### config.mk
export PLATFORM = sky130hd
export DESIGN_NAME = trigger_input_debounce_edge_detect
export DESIGN_NICKNAME = d
export VERILOG_FILES = /design/src/trig_filter_pkg.sv /design/src/debounce_filter.sv /design/src/trigger_edge_detect.sv /design/src/trigger_input_debounce_edge_detect.sv
export SDC_FILE = /design/constraint.sdc
export NUM_CORES = 2
export LEC_CHECK = 0
export BUFFER_PORTS_ARGS = -buffer_cell sky130_fd_sc_hd__buf_2
export CORE_MARGIN = 4
export CORE_UTILIZATION = 63
export DETAILED_ROUTE_END_ITERATION = 8
export PLACE_DENSITY = 0.82
export SYNTH_ARGS = -nofsm -noshare
export SYNTH_HDL_FRONTEND = slang
export SYNTH_SLANG_ARGS = --single-unit
### constraint.sdc
create_clock -name clk_i -period 4.7 [get_ports clk_i]
set_input_delay 1.175 -clock clk_i [delete_from_list [all_inputs] [get_ports clk_i]]
set_output_delay 1.175 -clock clk_i [all_outputs]
set_load 0.01 [all_outputs]
### src/trig_filter_pkg.sv
// Shared constants for the trigger input filter and edge trigger block.
package trig_filter_pkg;

  // ==========================================================================
  // Input counts
  localparam int NUM_FN = 16;
  localparam int NUM_BUS = 8;
  localparam int NUM_IN = NUM_FN + NUM_BUS + 1;
  localparam int STAR_IDX = NUM_IN - 1;

  // ==========================================================================
  // Filter settings and timing
  typedef enum logic [1:0] {FILT_OFF, FILT_SHORT, FILT_MID, FILT_LONG} filt_setting_t;
  localparam int CNT_W = 17;
  localparam int CLK_PERIOD_NS = 40;
  localparam int SHORT_PASS_NS = 125;
  localparam int MID_PASS_NS = 6425;
  localparam int LONG_PASS_NS = 2560000;
  // Guaranteed-pass widths round down so such a pulse always spans N samples.
  localparam logic [CNT_W-1:0] SHORT_CYC = CNT_W'(SHORT_PASS_NS / CLK_PERIOD_NS);
  localparam logic [CNT_W-1:0] MID_CYC = CNT_W'(MID_PASS_NS / CLK_PERIOD_NS);
  localparam int LONG_CYC = LONG_PASS_NS / CLK_PERIOD_NS;

  // ==========================================================================
  // Register byte offsets
  localparam logic [7:0] OFS_FILT_FN = 8'h00;
  localparam logic [7:0] OFS_FILT_BUS = 8'h04;
  localparam logic [7:0] OFS_ROUTE_SEL = 8'h08;
  localparam logic [7:0] OFS_ROUTE_EN = 8'h0C;
  localparam logic [7:0] OFS_TRIG_CFG = 8'h10;
  localparam logic [7:0] OFS_TRIG_CMD = 8'h14;
  localparam logic [7:0] OFS_STATUS = 8'h18;
  localparam logic [7:0] OFS_RAW = 8'h1C;

  // ==========================================================================
  // Field layout and reset values
  localparam int FILT_BUS_W = 18;
  localparam int ROUTE_EN_W = 24;
  localparam int TRIG_SRC_LSB = 0;
  localparam int TRIG_FALL_BIT = 5;
  localparam int TRIG_EN_BIT = 6;
  localparam int TRIG_AI_BIT = 7;
  localparam int TRIG_AO_BIT = 8;
  localparam int TRIG_CTR_BIT = 9;
  localparam int TRIG_CFG_W = 10;
  localparam logic [4:0] SRC_STAR = 5'h17;
  localparam logic [31:0] RST_ZERO = 32'h0000_0000;

endpackage

### src/debounce_filter.sv
// One debounce filter: N consecutive agreeing samples move the output.
`timescale 1ns/1ns
module debounce_filter #(
  parameter int LONG_CYCLES = trig_filter_pkg::LONG_CYC
) (
  // Clock and reset.
  input wire logic clk_i,
  input wire logic rst_i,
  // Raw level and its setting.
  input wire logic raw_i,
  input wire logic [1:0] setting_i,
  // Filtered level.
  output logic filt_o
);

  logic [trig_filter_pkg::CNT_W-1:0] cnt;
  logic [trig_filter_pkg::CNT_W-1:0] need;
  logic [trig_filter_pkg::CNT_W-1:0] next_cnt;

  // Sample count needed by the current setting.
  always_comb begin
    case (setting_i)
      trig_filter_pkg::FILT_SHORT: need = trig_filter_pkg::SHORT_CYC;
      trig_filter_pkg::FILT_MID: need = trig_filter_pkg::MID_CYC;
      default: need = trig_filter_pkg::CNT_W'(LONG_CYCLES);
    endcase
  end

  assign next_cnt = trig_filter_pkg::CNT_W'(cnt + 1'b1);

  // Each clock edge is one sample; a sample equal to the output restarts the run.
  always_ff @(posedge clk_i) begin
    if (rst_i) begin
      filt_o <= 1'b0;
      cnt <= '0;
    end else if (setting_i == trig_filter_pkg::FILT_OFF) begin
      filt_o <= raw_i;
      cnt <= '0;
    end else if (raw_i == filt_o) begin
      cnt <= '0;
    end else if (next_cnt >= need) begin
      filt_o <= raw_i;
      cnt <= '0;
    end else begin
      cnt <= next_cnt;
    end
  end
endmodule

### src/trigger_edge_detect.sv
// Edge detector that turns a filtered level into a one-cycle trigger.
`timescale 1ns/1ns
module trigger_edge_detect (
  // Clock and reset.
  input wire logic clk_i,
  input wire logic rst_i,
  // Source level and edge choice.
  input wire logic level_i,
  input wire logic fall_i,
  input wire logic en_i,
  // Trigger pulse.
  output logic pulse_o
);

  logic prev;

  // Previous level is tracked even when disabled, so enabling never fires falsely.
  always_ff @(posedge clk_i) begin
    if (rst_i) begin
      prev <= 1'b0;
      pulse_o <= 1'b0;
    end else begin
      prev <= level_i;
      pulse_o <= en_i && (fall_i ? (prev && !level_i) : (!prev && level_i));
    end
  end
endmodule

### src/trigger_input_debounce_edge_detect.sv
// Trigger input front end: per-input debounce, raw routing and digital edge trigger.
//
// Overview of operation
// - Every function input, bused line and star line has its own optional filter.
// - An enabled filter samples its input on every rising filter clock edge.
// - A rise passes only after N consecutive high samples.
// - A fall passes only after N consecutive low samples.
// - The setting chooses N: short, middle or long sample count.
// - Short setting passes 125 ns pulses and blocks pulses of 80 ns or less.
// - Long setting passes 2.56 ms pulses, blocks 2.54 ms; disabled means no qualification.
// - Filtering adds at most one sample period of edge jitter.
// - Each input keeps its own setting; changing one leaves the others alone.
// - After reset all filters are disabled and pass signals unqualified.
// - Direct routes between function pins and bused lines carry the raw input.
// - The eight chassis trigger lines are the bused trigger lines 0 to 7.
// - The star trigger line is only received, never driven.
// - The star line can be chosen as a trigger source for all targets.
// - Trigger source is any function input or bused lines 0 to 6.
// - The trigger fires on the selected rising or falling edge.
// - Software can trigger too; triggers act on input, output or counters.
`timescale 1ns/1ns
module trigger_input_debounce_edge_detect #(
  parameter int LONG_CYCLES = trig_filter_pkg::LONG_CYC
) (
  // Clock and reset.
  input wire logic clk_i,
  input wire logic rst_i,
  // Wishbone classic slave.
  input wire logic cyc_i,
  input wire logic stb_i,
  input wire logic we_i,
  input wire logic [7:0] adr_i,
  input wire logic [3:0] sel_i,
  input wire logic [31:0] dat_i,
  output logic [31:0] dat_o,
  output logic ack_o,
  // Function input pins.
  input wire logic [15:0] function_input_i,
  output logic [15:0] function_input_o,
  output logic [15:0] function_input_oe_n_o,
  // Bused trigger lines, shared with the chassis trigger lines.
  input wire logic [7:0] bused_trigger_line_i,
  output logic [7:0] bused_trigger_line_o,
  output logic [7:0] bused_trigger_line_oe_n_o,
  // Star trigger line, receive only.
  input wire logic star_trigger_line_i,
  // Filtered levels for downstream timing logic.
  output logic [15:0] filtered_function_o,
  output logic [7:0] filtered_bused_o,
  output logic filtered_star_o,
  // Trigger pulses to the acquisition, generation and counter engines.
  output logic ai_trigger_o,
  output logic ao_trigger_o,
  output logic ctr_trigger_o
);

  // ==========================================================================
  // Declarations

  logic [31:0] filt_fn;
  logic [trig_filter_pkg::FILT_BUS_W-1:0] filt_bus;
  logic [31:0] route_sel;
  logic [trig_filter_pkg::ROUTE_EN_W-1:0] route_en;
  logic [trig_filter_pkg::TRIG_CFG_W-1:0] trig_cfg;
  logic sw_pulse;
  logic [trig_filter_pkg::NUM_IN-1:0] raw_all;
  logic [trig_filter_pkg::NUM_IN-1:0] filt_all;
  logic [2*trig_filter_pkg::NUM_IN-1:0] setting_all;
  logic req;
  logic wr_now;
  logic [31:0] next_dat;
  logic [4:0] src_code;
  logic src_level;
  logic hw_pulse;

  // ==========================================================================
  // Byte-lane merge for register writes

  function automatic logic [31:0] merge(input logic [31:0] old, input logic [31:0] val, input logic [3:0] sel);
    logic [31:0] res;
    res = old;
    for (int b = 0; b < 4; b++) begin
      if (sel[b]) begin
        res[8*b +: 8] = val[8*b +: 8];
      end
    end
    return res;
  endfunction

  // ==========================================================================
  // Wishbone handshake

  // A request is live while cycle and strobe are both high.
  assign req = cyc_i && stb_i;

  // The write lands on the edge where the master sees ack high, never earlier.
  assign wr_now = req && we_i && ack_o;

  // Ack rises one cycle after the request and drops the cycle after.
  always_ff @(posedge clk_i) begin
    if (rst_i) begin
      ack_o <= 1'b0;
    end else begin
      ack_o <= req && !ack_o;
    end
  end

  // Read data; unmapped offsets and the command register read as zero.
  always_comb begin
    next_dat = trig_filter_pkg::RST_ZERO;
    case (adr_i)
      trig_filter_pkg::OFS_FILT_FN: next_dat = filt_fn;
      trig_filter_pkg::OFS_FILT_BUS: next_dat[trig_filter_pkg::FILT_BUS_W-1:0] = filt_bus;
      trig_filter_pkg::OFS_ROUTE_SEL: next_dat = route_sel;
      trig_filter_pkg::OFS_ROUTE_EN: next_dat[trig_filter_pkg::ROUTE_EN_W-1:0] = route_en;
      trig_filter_pkg::OFS_TRIG_CFG: next_dat[trig_filter_pkg::TRIG_CFG_W-1:0] = trig_cfg;
      trig_filter_pkg::OFS_STATUS: next_dat[trig_filter_pkg::NUM_IN-1:0] = filt_all;
      trig_filter_pkg::OFS_RAW: next_dat[trig_filter_pkg::NUM_IN-1:0] = raw_all;
      default: next_dat = trig_filter_pkg::RST_ZERO;
    endcase
  end

  // Read data is captured together with the rising ack.
  always_ff @(posedge clk_i) begin
    if (rst_i) begin
      dat_o <= trig_filter_pkg::RST_ZERO;
    end else if (req && !ack_o) begin
      dat_o <= next_dat;
    end
  end

  // ==========================================================================
  // Filter setting registers

  // Two bits per input; reset clears all to disabled.
  always_ff @(posedge clk_i) begin
    if (rst_i) begin
      filt_fn <= trig_filter_pkg::RST_ZERO;
      filt_bus <= '0;
    end else if (wr_now && adr_i == trig_filter_pkg::OFS_FILT_FN) begin
      filt_fn <= merge(filt_fn, dat_i, sel_i);
    end else if (wr_now && adr_i == trig_filter_pkg::OFS_FILT_BUS) begin
      filt_bus <= trig_filter_pkg::FILT_BUS_W'(merge(32'(filt_bus), dat_i, sel_i));
    end
  end

  // ==========================================================================
  // Routing registers

  // Per bused line a four-bit function input select, plus drive enables.
  always_ff @(posedge clk_i) begin
    if (rst_i) begin
      route_sel <= trig_filter_pkg::RST_ZERO;
      route_en <= '0;
    end else if (wr_now && adr_i == trig_filter_pkg::OFS_ROUTE_SEL) begin
      route_sel <= merge(route_sel, dat_i, sel_i);
    end else if (wr_now && adr_i == trig_filter_pkg::OFS_ROUTE_EN) begin
      route_en <= trig_filter_pkg::ROUTE_EN_W'(merge(32'(route_en), dat_i, sel_i));
    end
  end

  // ==========================================================================
  // Trigger configuration and software command

  // Source code, edge, enable and target mask.
  always_ff @(posedge clk_i) begin
    if (rst_i) begin
      trig_cfg <= '0;
    end else if (wr_now && adr_i == trig_filter_pkg::OFS_TRIG_CFG) begin
      trig_cfg <= trig_filter_pkg::TRIG_CFG_W'(merge(32'(trig_cfg), dat_i, sel_i));
    end
  end

  // Writing one to bit 0 of the command register fires one software trigger.
  always_ff @(posedge clk_i) begin
    if (rst_i) begin
      sw_pulse <= 1'b0;
    end else begin
      sw_pulse <= wr_now && adr_i == trig_filter_pkg::OFS_TRIG_CMD && sel_i[0] && dat_i[0];
    end
  end

  // ==========================================================================
  // Per-input debounce filters

  // Inputs are packed function, then bused, then star.
  assign raw_all = {star_trigger_line_i, bused_trigger_line_i, function_input_i};
  assign setting_all = {filt_bus, filt_fn};

  generate
    for (genvar i = 0; i < trig_filter_pkg::NUM_IN; i++) begin : g_filt
      // Each filter owns its setting bits, so settings never interact.
      debounce_filter #(
        .LONG_CYCLES(LONG_CYCLES)
      ) u_filt (
        .clk_i(clk_i),
        .rst_i(rst_i),
        .raw_i(raw_all[i]),
        .setting_i(setting_all[2*i +: 2]),
        .filt_o(filt_all[i])
      );
    end
  endgenerate

  // Filtered levels leave straight from the filter flops.
  assign filtered_function_o = filt_all[trig_filter_pkg::NUM_FN-1:0];
  assign filtered_bused_o = filt_all[trig_filter_pkg::NUM_FN +: trig_filter_pkg::NUM_BUS];
  assign filtered_star_o = filt_all[trig_filter_pkg::STAR_IDX];

  // ==========================================================================
  // Raw routing between function pins and bused lines

  // Direct routes use raw pins so a route adds no filter delay.
  // The star line has no output path at all, so it can never be driven.
  always_ff @(posedge clk_i) begin
    if (rst_i) begin
      bused_trigger_line_o <= '0;
      bused_trigger_line_oe_n_o <= '1;
      function_input_o <= '0;
      function_input_oe_n_o <= '1;
    end else begin
      for (int k = 0; k < trig_filter_pkg::NUM_BUS; k++) begin
        bused_trigger_line_o[k] <= function_input_i[route_sel[4*k +: 4]];
        bused_trigger_line_oe_n_o[k] <= !route_en[k];
      end
      for (int j = 0; j < trig_filter_pkg::NUM_FN; j++) begin
        function_input_o[j] <= bused_trigger_line_i[j % trig_filter_pkg::NUM_BUS];
        function_input_oe_n_o[j] <= !route_en[trig_filter_pkg::NUM_BUS + j];
      end
    end
  end

  // ==========================================================================
  // Digital trigger source and edge

  assign src_code = trig_cfg[trig_filter_pkg::TRIG_SRC_LSB +: 5];

  // Codes 0-15 function inputs, 16-22 bused lines 0-6, 23 star; others idle low.
  always_comb begin
    if (src_code < trig_filter_pkg::SRC_STAR) begin
      src_level = filt_all[src_code];
    end else if (src_code == trig_filter_pkg::SRC_STAR) begin
      src_level = filt_all[trig_filter_pkg::STAR_IDX];
    end else begin
      src_level = 1'b0;
    end
  end

  trigger_edge_detect u_edge (
    .clk_i(clk_i),
    .rst_i(rst_i),
    .level_i(src_level),
    .fall_i(trig_cfg[trig_filter_pkg::TRIG_FALL_BIT]),
    .en_i(trig_cfg[trig_filter_pkg::TRIG_EN_BIT]),
    .pulse_o(hw_pulse)
  );

  // Either trigger kind reaches every target whose mask bit is set.
  always_ff @(posedge clk_i) begin
    if (rst_i) begin
      ai_trigger_o <= 1'b0;
      ao_trigger_o <= 1'b0;
      ctr_trigger_o <= 1'b0;
    end else begin
      ai_trigger_o <= (hw_pulse || sw_pulse) && trig_cfg[trig_filter_pkg::TRIG_AI_BIT];
      ao_trigger_o <= (hw_pulse || sw_pulse) && trig_cfg[trig_filter_pkg::TRIG_AO_BIT];
      ctr_trigger_o <= (hw_pulse || sw_pulse) && trig_cfg[trig_filter_pkg::TRIG_CTR_BIT];
    end
  end
endmodule

# Word level (Yosys, flattened, before mapping)
# Index checks and enable logic that the tools add are counted.
dict set report totals {
  reg_bits 653
  input_bits 74
  out_inout_bits 109
  word_cells 537
}
dict set report op_classes {
  n_addsub 25
  n_lt_le_gt_ge 35
  eq_ne 108
  n_mux 126
  bitwise_logic 2
  reduce_logical 163
}
# operator n
set op_table {}
lappend op_table {{$pmux W16 S2} 25}
lappend op_table {{$add A17 B1 Y17 const B} 25}
lappend op_table {{$ge A17 B16 Y1} 25}
lappend op_table {{$reduce_or A4 Y1} 25}
lappend op_table {{$mux W1} 87}
lappend op_table {{$pmux W10 S7} 1}
lappend op_table {{$reduce_and A2 Y1} 35}
lappend op_table {{$eq A2 B1 Y1 const B} 25}
lappend op_table {{$eq A2 B2 Y1 const B} 25}
lappend op_table {{$logic_not A2 Y1} 25}
lappend op_table {{$ne A2 B1 Y1 const B} 25}
lappend op_table {{$reduce_bool A2 Y1} 25}
lappend op_table {{$pmux W8 S6} 1}
lappend op_table {{$lt A4 B5 Y1 const B} 8}
lappend op_table {{$bmux W1 S4} 8}
lappend op_table {{$eq A8 B5 Y1 const B} 4}
lappend op_table {{$pmux W6 S5} 1}
lappend op_table {{$logic_not A1 Y1} 27}
lappend op_table {{$eq A1 B1 Y1} 25}
lappend op_table {{$logic_and A1 B1 Y1} 18}
lappend op_table {{$reduce_and A3 Y1} 6}
lappend op_table {{$eq A8 B4 Y1 const B} 2}
lappend op_table {{$pmux W7 S2} 1}
lappend op_table {{$eq A8 B3 Y1 const B} 1}
lappend op_table {{other kinds (8)} 9}

# Depth between registers and ports, before layout
dict set report depth {
  ltp_word 7
  depth_mapped 17
  depth_no_buf 14
}

# By module
# Synthesis repeated with hierarchy kept, for this count alone.
dict set report unflattened {
  cells_unflattened 4278
  hier_area_um2 39771.9
}
# mod instances cells_per_inst area_each_um2 seq_area_each_um2
set by_module_without_submodules {}
lappend by_module_without_submodules {{debounce_filter (g_filt[13].u_filt ...)} 16 136 1258.7 360.3}
lappend by_module_without_submodules {{debounce_filter (g_filt[0].u_filt ...)} 8 133 1176.1 360.3}
lappend by_module_without_submodules {trigger_input_debounce_edge_detect 1 904 8944.8 3863.7}
lappend by_module_without_submodules {{debounce_filter (g_filt[9].u_filt)} 1 127 1204.9 360.3}
lappend by_module_without_submodules {trigger_edge_detect 1 7 73.8 40.0}

# Worst setup path before layout
# OpenSTA, ideal clock, no wires.
dict set report synth_timing {
  path_kind {register to register}
  startpoint {register g_filt[11].u_filt.cnt[3] (netlist name)}
  endpoint {register g_filt[11].u_filt.cnt[6] (netlist name)}
  setup_ns 0.115
  arrival_ns 3.850
  required_time_ns 4.585
  path_slack_ns 0.735
  stages_incl_launch_ff 16
  path_buffers 3
  synth_period_minus_slack_ns 3.965
  cell_sequence {dfxtp_1 -> buf_2 -> nand4_1 -> or3_1 -> clkbuf_1 -> or3_1 -> xnor2_1 -> ha_1 -> nand3_1 -> or3_1 -> nor4_1 -> or4b_2 -> nand3_1 -> or4b_2 -> clkbuf_1 -> o21ba_2}
}
dict set report synth_via {
  elab_chain_cells 3
}
# element line
set synth_rtl {}
lappend synth_rtl {{from (decl)} debounce_filter.sv:16} ;# logic [trig_filter_pkg::CNT_W-1:0] cnt;
lappend synth_rtl {{from (signal assigned)} debounce_filter.sv:45} ;# cnt <= next_cnt;
lappend synth_rtl {{$add A17 B1 Y17} debounce_filter.sv:29} ;# assign next_cnt = trig_filter_pkg::CNT_W'(cnt + 1'b1);
lappend synth_rtl {{named net g_filt[11].u_filt.next_cnt (one bit)} debounce_filter.sv:18} ;# logic [trig_filter_pkg::CNT_W-1:0] next_cnt;
lappend synth_rtl {{$ge A17 B16 Y1} debounce_filter.sv:41} ;# end else if (next_cnt >= need) begin
lappend synth_rtl {{$reduce_or A4 Y1 (no line)} n/a}
# The timed path passes the listed nets, and every way through them passes these cells.
# A chain may end at the register's enable or synchronous reset.

# Worst setup path in the final report
# Ends and elaborated chain as after synthesis.

==> reports/results.tsv <==
metric	value	unit
outcome	completed	
DR vias	31800	
register-to-register setup slack	0.61	ns
cell taking the most area after synthesis	dfxtp_1	
total setup buffers inserted after CTS	0	
Boundary Pins	183	
Critical Path RT	5.19	ns
Final setup viols	0	
CTS Sinks	645	
critical path class	reg2reg	
asr flop ratio synth	0	
placed instance area	38800	sq um
post-cts sizing count	0	
CTS tree	done	
gpl congestion	0.938	
input/output buffers	182	
gr usage total	0.294	
Inserted Clock Buffers	71	
Pre-antenna DRT Iters	6	
Top FF cell, synth	dfxtp_1	
area delta synth->final	9.95	%
final instance area	41300	sq um
Min Hold Slack	0.403	ns
final count of hold timing violations	0	
Post-Synthesis Cells	4278	
CP dominant cell by count	or3_1	
pins over their slew limit	0	
area share of the largest cell type after synthesis	0.344	
Final nets	4802	
final worst path period share	0.870	
die area	63600	sq um
clk buf depth	3	
FF-to-FF Start	g_filt[11].u_filt.cnt[3]$_SDFF_PP0_	
clk_lat worst skew	0.62	ns
critical path cell sequence	nand4_1 -> or3_1 -> or3_1 -> xnor2_1 -> ha_1 -> nand3_1 -> or3_1 -> nor4_1 -> or4b_2 -> nand3_1 -> or4b_2 -> o21ba_2	
initial core utilization	0.636	
Post-synth EDFFs	0	
Die Wd	252	um
WL final	96.7	mm
worst setup margin	0.609	ns
row cnt	89	
CP peak stage delay	0.60	ns
Worst Setup Slack post-DPL	0.611	ns
CP max FO	15	
worst clock skew	0.0279	ns
Mapped Avg Cell Area	8.78	sq um
Post-Syn Area	37600	sq um
Seq cells post-synth	645	
RSZ-0062 raised after global routing	false	
post-synthesis sequential area ratio	0.344	
Tightest Pin Transition	0.903	ns
max-cap violations	0	
Worst Hold Depth	1	
R2R Path End	g_filt[11].u_filt.cnt[6]$_SDFF_PP0_	
total leakage power	16.7	nW
Yosys Warn Count	0	
# fillers	4553	
H-Tree Level Count	3	
Hold Crit Start	route_en[17]$_SDFFE_PP0P_	
first-pass GRT wire length	154	mm
hold_buf cts	0	
Die Ht	252	um
Post-Route Utilization	0.700	
vias in the first global route	30200	
Worst Path Arrival	4.58	ns
Fmax achieved	244	MHz
post-layout min period	4.09	ns
share of layout cells above drive strength 1	0.0971	
VDD IR max	331	uV
initial antenna violation count	15	
Min-Delay Path Class	reg2reg	
DRC violations left	0	
wire per inst	18.5	um
Vias/cell	6.09	
cells on worst reg2reg path	12	
post-synthesis cell type count	92	
setup TNS	0	ns
dominant cells by area after synthesis	dfxtp_1 (34%), ha_1 (12%), xnor2_1 (5.1%)	
crit end category	flip-flop	
dpl hpwl	70.8	mm
Hold Path Sink	function_input_oe_n_o[9]$_SDFF_PP1_	
largest net degree at the start of global routing	63	
P per Cell Area	285	nW/um^2
core region area	59000	sq um
CP max stage cell	or4b_2	
clk slew on worst S/H paths	0.06	ns
grt total ovfl	0	
Routed Antenna Nets	0	
Worst setup SP type	flip-flop	
Iter 0 DRT Violations	2680	
Rel. slew slack	0.398	
Clock Tree Root	clkbuf_16	
[cells in the final DEF, fill, tap and decap left out, types with 13 or more instances in the layout]
| cell type | count |
|---|---|
| nor2b_1 | 239 |
| ha_1 | 352 |
| inv_1 | 188 |
| buf_2 | 181 |
| conb_1 | 25 |
| or2_2 | 13 |
| a22oi_1 | 15 |
| mux4_2 | 44 |
| a211oi_1 | 34 |
| nand2_1 | 299 |
| a21oi_1 | 151 |
| mux2_2 | 14 |
| a21o_1 | 27 |
| o31ai_1 | 19 |
| buf_4 | 31 |
| xor2_1 | 174 |
| nand3_1 | 272 |
| xnor2_1 | 219 |
| mux2i_1 | 111 |
| or4_1 | 20 |
| nor3_1 | 75 |
| nand4_1 | 117 |
| dfxtp_1 | 645 |
| nand2b_1 | 13 |
| o31a_1 | 13 |
| nor2_1 | 441 |
| a211o_1 | 21 |
| and3_1 | 79 |
| o21a_1 | 17 |
| and4_1 | 53 |
| diode_2 | 14 |
| and2_1 | 43 |
| clkbuf_16 | 73 |
| or3_1 | 27 |
| nor4_1 | 42 |
| o21ai_0 | 60 |
[flip-flops by register name, summed over array words and instances (netlist names)]
name                       flops
u_edge.pulse_o                 1
ack_o                          1
ai_trigger_o                   1
trig_cfg                      10
sw_pulse                       1
ao_trigger_o                   1
u_edge.prev                    1
function_input_o               8
bused_trigger_line_oe_n_o      8
g_filt.u_filt.filt_o          25
dat_o                         32
route_en                      24
route_sel                     32
bused_trigger_line_o           8
function_input_oe_n_o         16
g_filt.u_filt.cnt            425
ctr_trigger_o                  1
filt_fn                       32
filt_bus                      18
[cell usage after synthesis (all sizes together) (10+ instances only)]
cell type and count:
dfxtp 645, nor2 447, ha 352, nand2 299, nand3 272, nor2b 241, xnor2 219, inv 188
xor2 174, clkbuf 159, a21oi 152, nand4 118, mux2i 111, and3 79, nor3 75, o21ai 61
buf 54, and4 53, and2 45, mux4 44, nor4 42, a211oi 34, a21o 27, or3 27
or4 22, a211o 21, o31ai 20, o21a 17, a22oi 15, mux2 14, or2 14, nand2b 13
o31a 13, a2111oi 12, a31oi 12, nor4b 12, o211ai 11, a221oi 10, a311oi 10, o221ai 10
[per-stage QoR]
step	total power, mW	cells
5_1_grt	12.1	5211
3_3_place_gp	6.04	5076
6_report	11.8	5216
2_1_floorplan	5.87	4302
4_1_cts	11.8	5202
3_5_place_dp	6.05	5076
[final cells by class]
| cell class | instances | area (sq um) | share of cell area |
|---|---|---|---|
| Clock buffer | 96 | 2020 | 0.0490 |
| Timing Repair Buffer | 214 | 1170 | 0.0283 |
| Tap cell | 773 | 967 | 0.0234 |
| Inverter | 189 | 709 | 0.0172 |
| Sequential cell | 645 | 12900 | 0.313 |
| Clock inverter | 30 | 404 | 0.00979 |
| Antenna cell | 14 | 35.0 | 0.000849 |
| Multi-Input combinational cell | 3255 | 23100 | 0.559 |
[critical path: cells and delay by family, from the launching register on]
kind / cells / cell delay (ns)
compound gates: 1 / 0.22
xor+xnor: 1 / 0.16
simple gates: 9 / 2.84
fa+ha+maj: 1 / 0.29
flops: 1 / 0.46
[power by group]
group	switching, mW	internal (mW)
logic	0.260	0.135
clock network	2.29	3.52
registers	0.0523	5.51
total	2.60	9.16
[cell families (layout without fill, tap and decap cells)]
group / Yosys count / after routing / share of synthesized area
buf+inv: 402 / 529 / 0.0445
flops: 645 / 645 / 0.344
mux: 169 / 169 / 0.0602
fa+ha+maj: 352 / 352 / 0.117
other cells: 1 / 39 / 0.0000999
simple gates: 1785 / 1785 / 0.244
xor+xnor: 393 / 393 / 0.0917
compound gates: 531 / 531 / 0.0989
[worst max-delay path by stage]
stage          slack, ns  cells after the start                                 from                                  end
6_report            0.61                     12  g_filt[11].u_filt.cnt[3]$_SDFF_PP0_  g_filt[11].u_filt.cnt[6]$_SDFF_PP0_
3_5_place_dp        0.61                     12  g_filt[11].u_filt.cnt[3]$_SDFF_PP0_  g_filt[11].u_filt.cnt[6]$_SDFF_PP0_
5_1_grt             0.23                     11  g_filt[11].u_filt.cnt[3]$_SDFF_PP0_  g_filt[11].u_filt.cnt[6]$_SDFF_PP0_
4_1_cts             0.61                     12  g_filt[11].u_filt.cnt[3]$_SDFF_PP0_  g_filt[11].u_filt.cnt[6]$_SDFF_PP0_
3_3_place_gp        0.70                     12  g_filt[11].u_filt.cnt[3]$_SDFF_PP0_  g_filt[11].u_filt.cnt[6]$_SDFF_PP0_
2_1_floorplan       0.73                     15  g_filt[11].u_filt.cnt[3]$_SDFF_PP0_  g_filt[11].u_filt.cnt[6]$_SDFF_PP0_
[routing by layer]
layer  global-route usage  part of all wire
met5                    0           0.00043
met3               0.0809              0.10
met2                0.460              0.44
met1                0.380              0.41
met4                0.138             0.051
(Power assumes the default switching activity.)
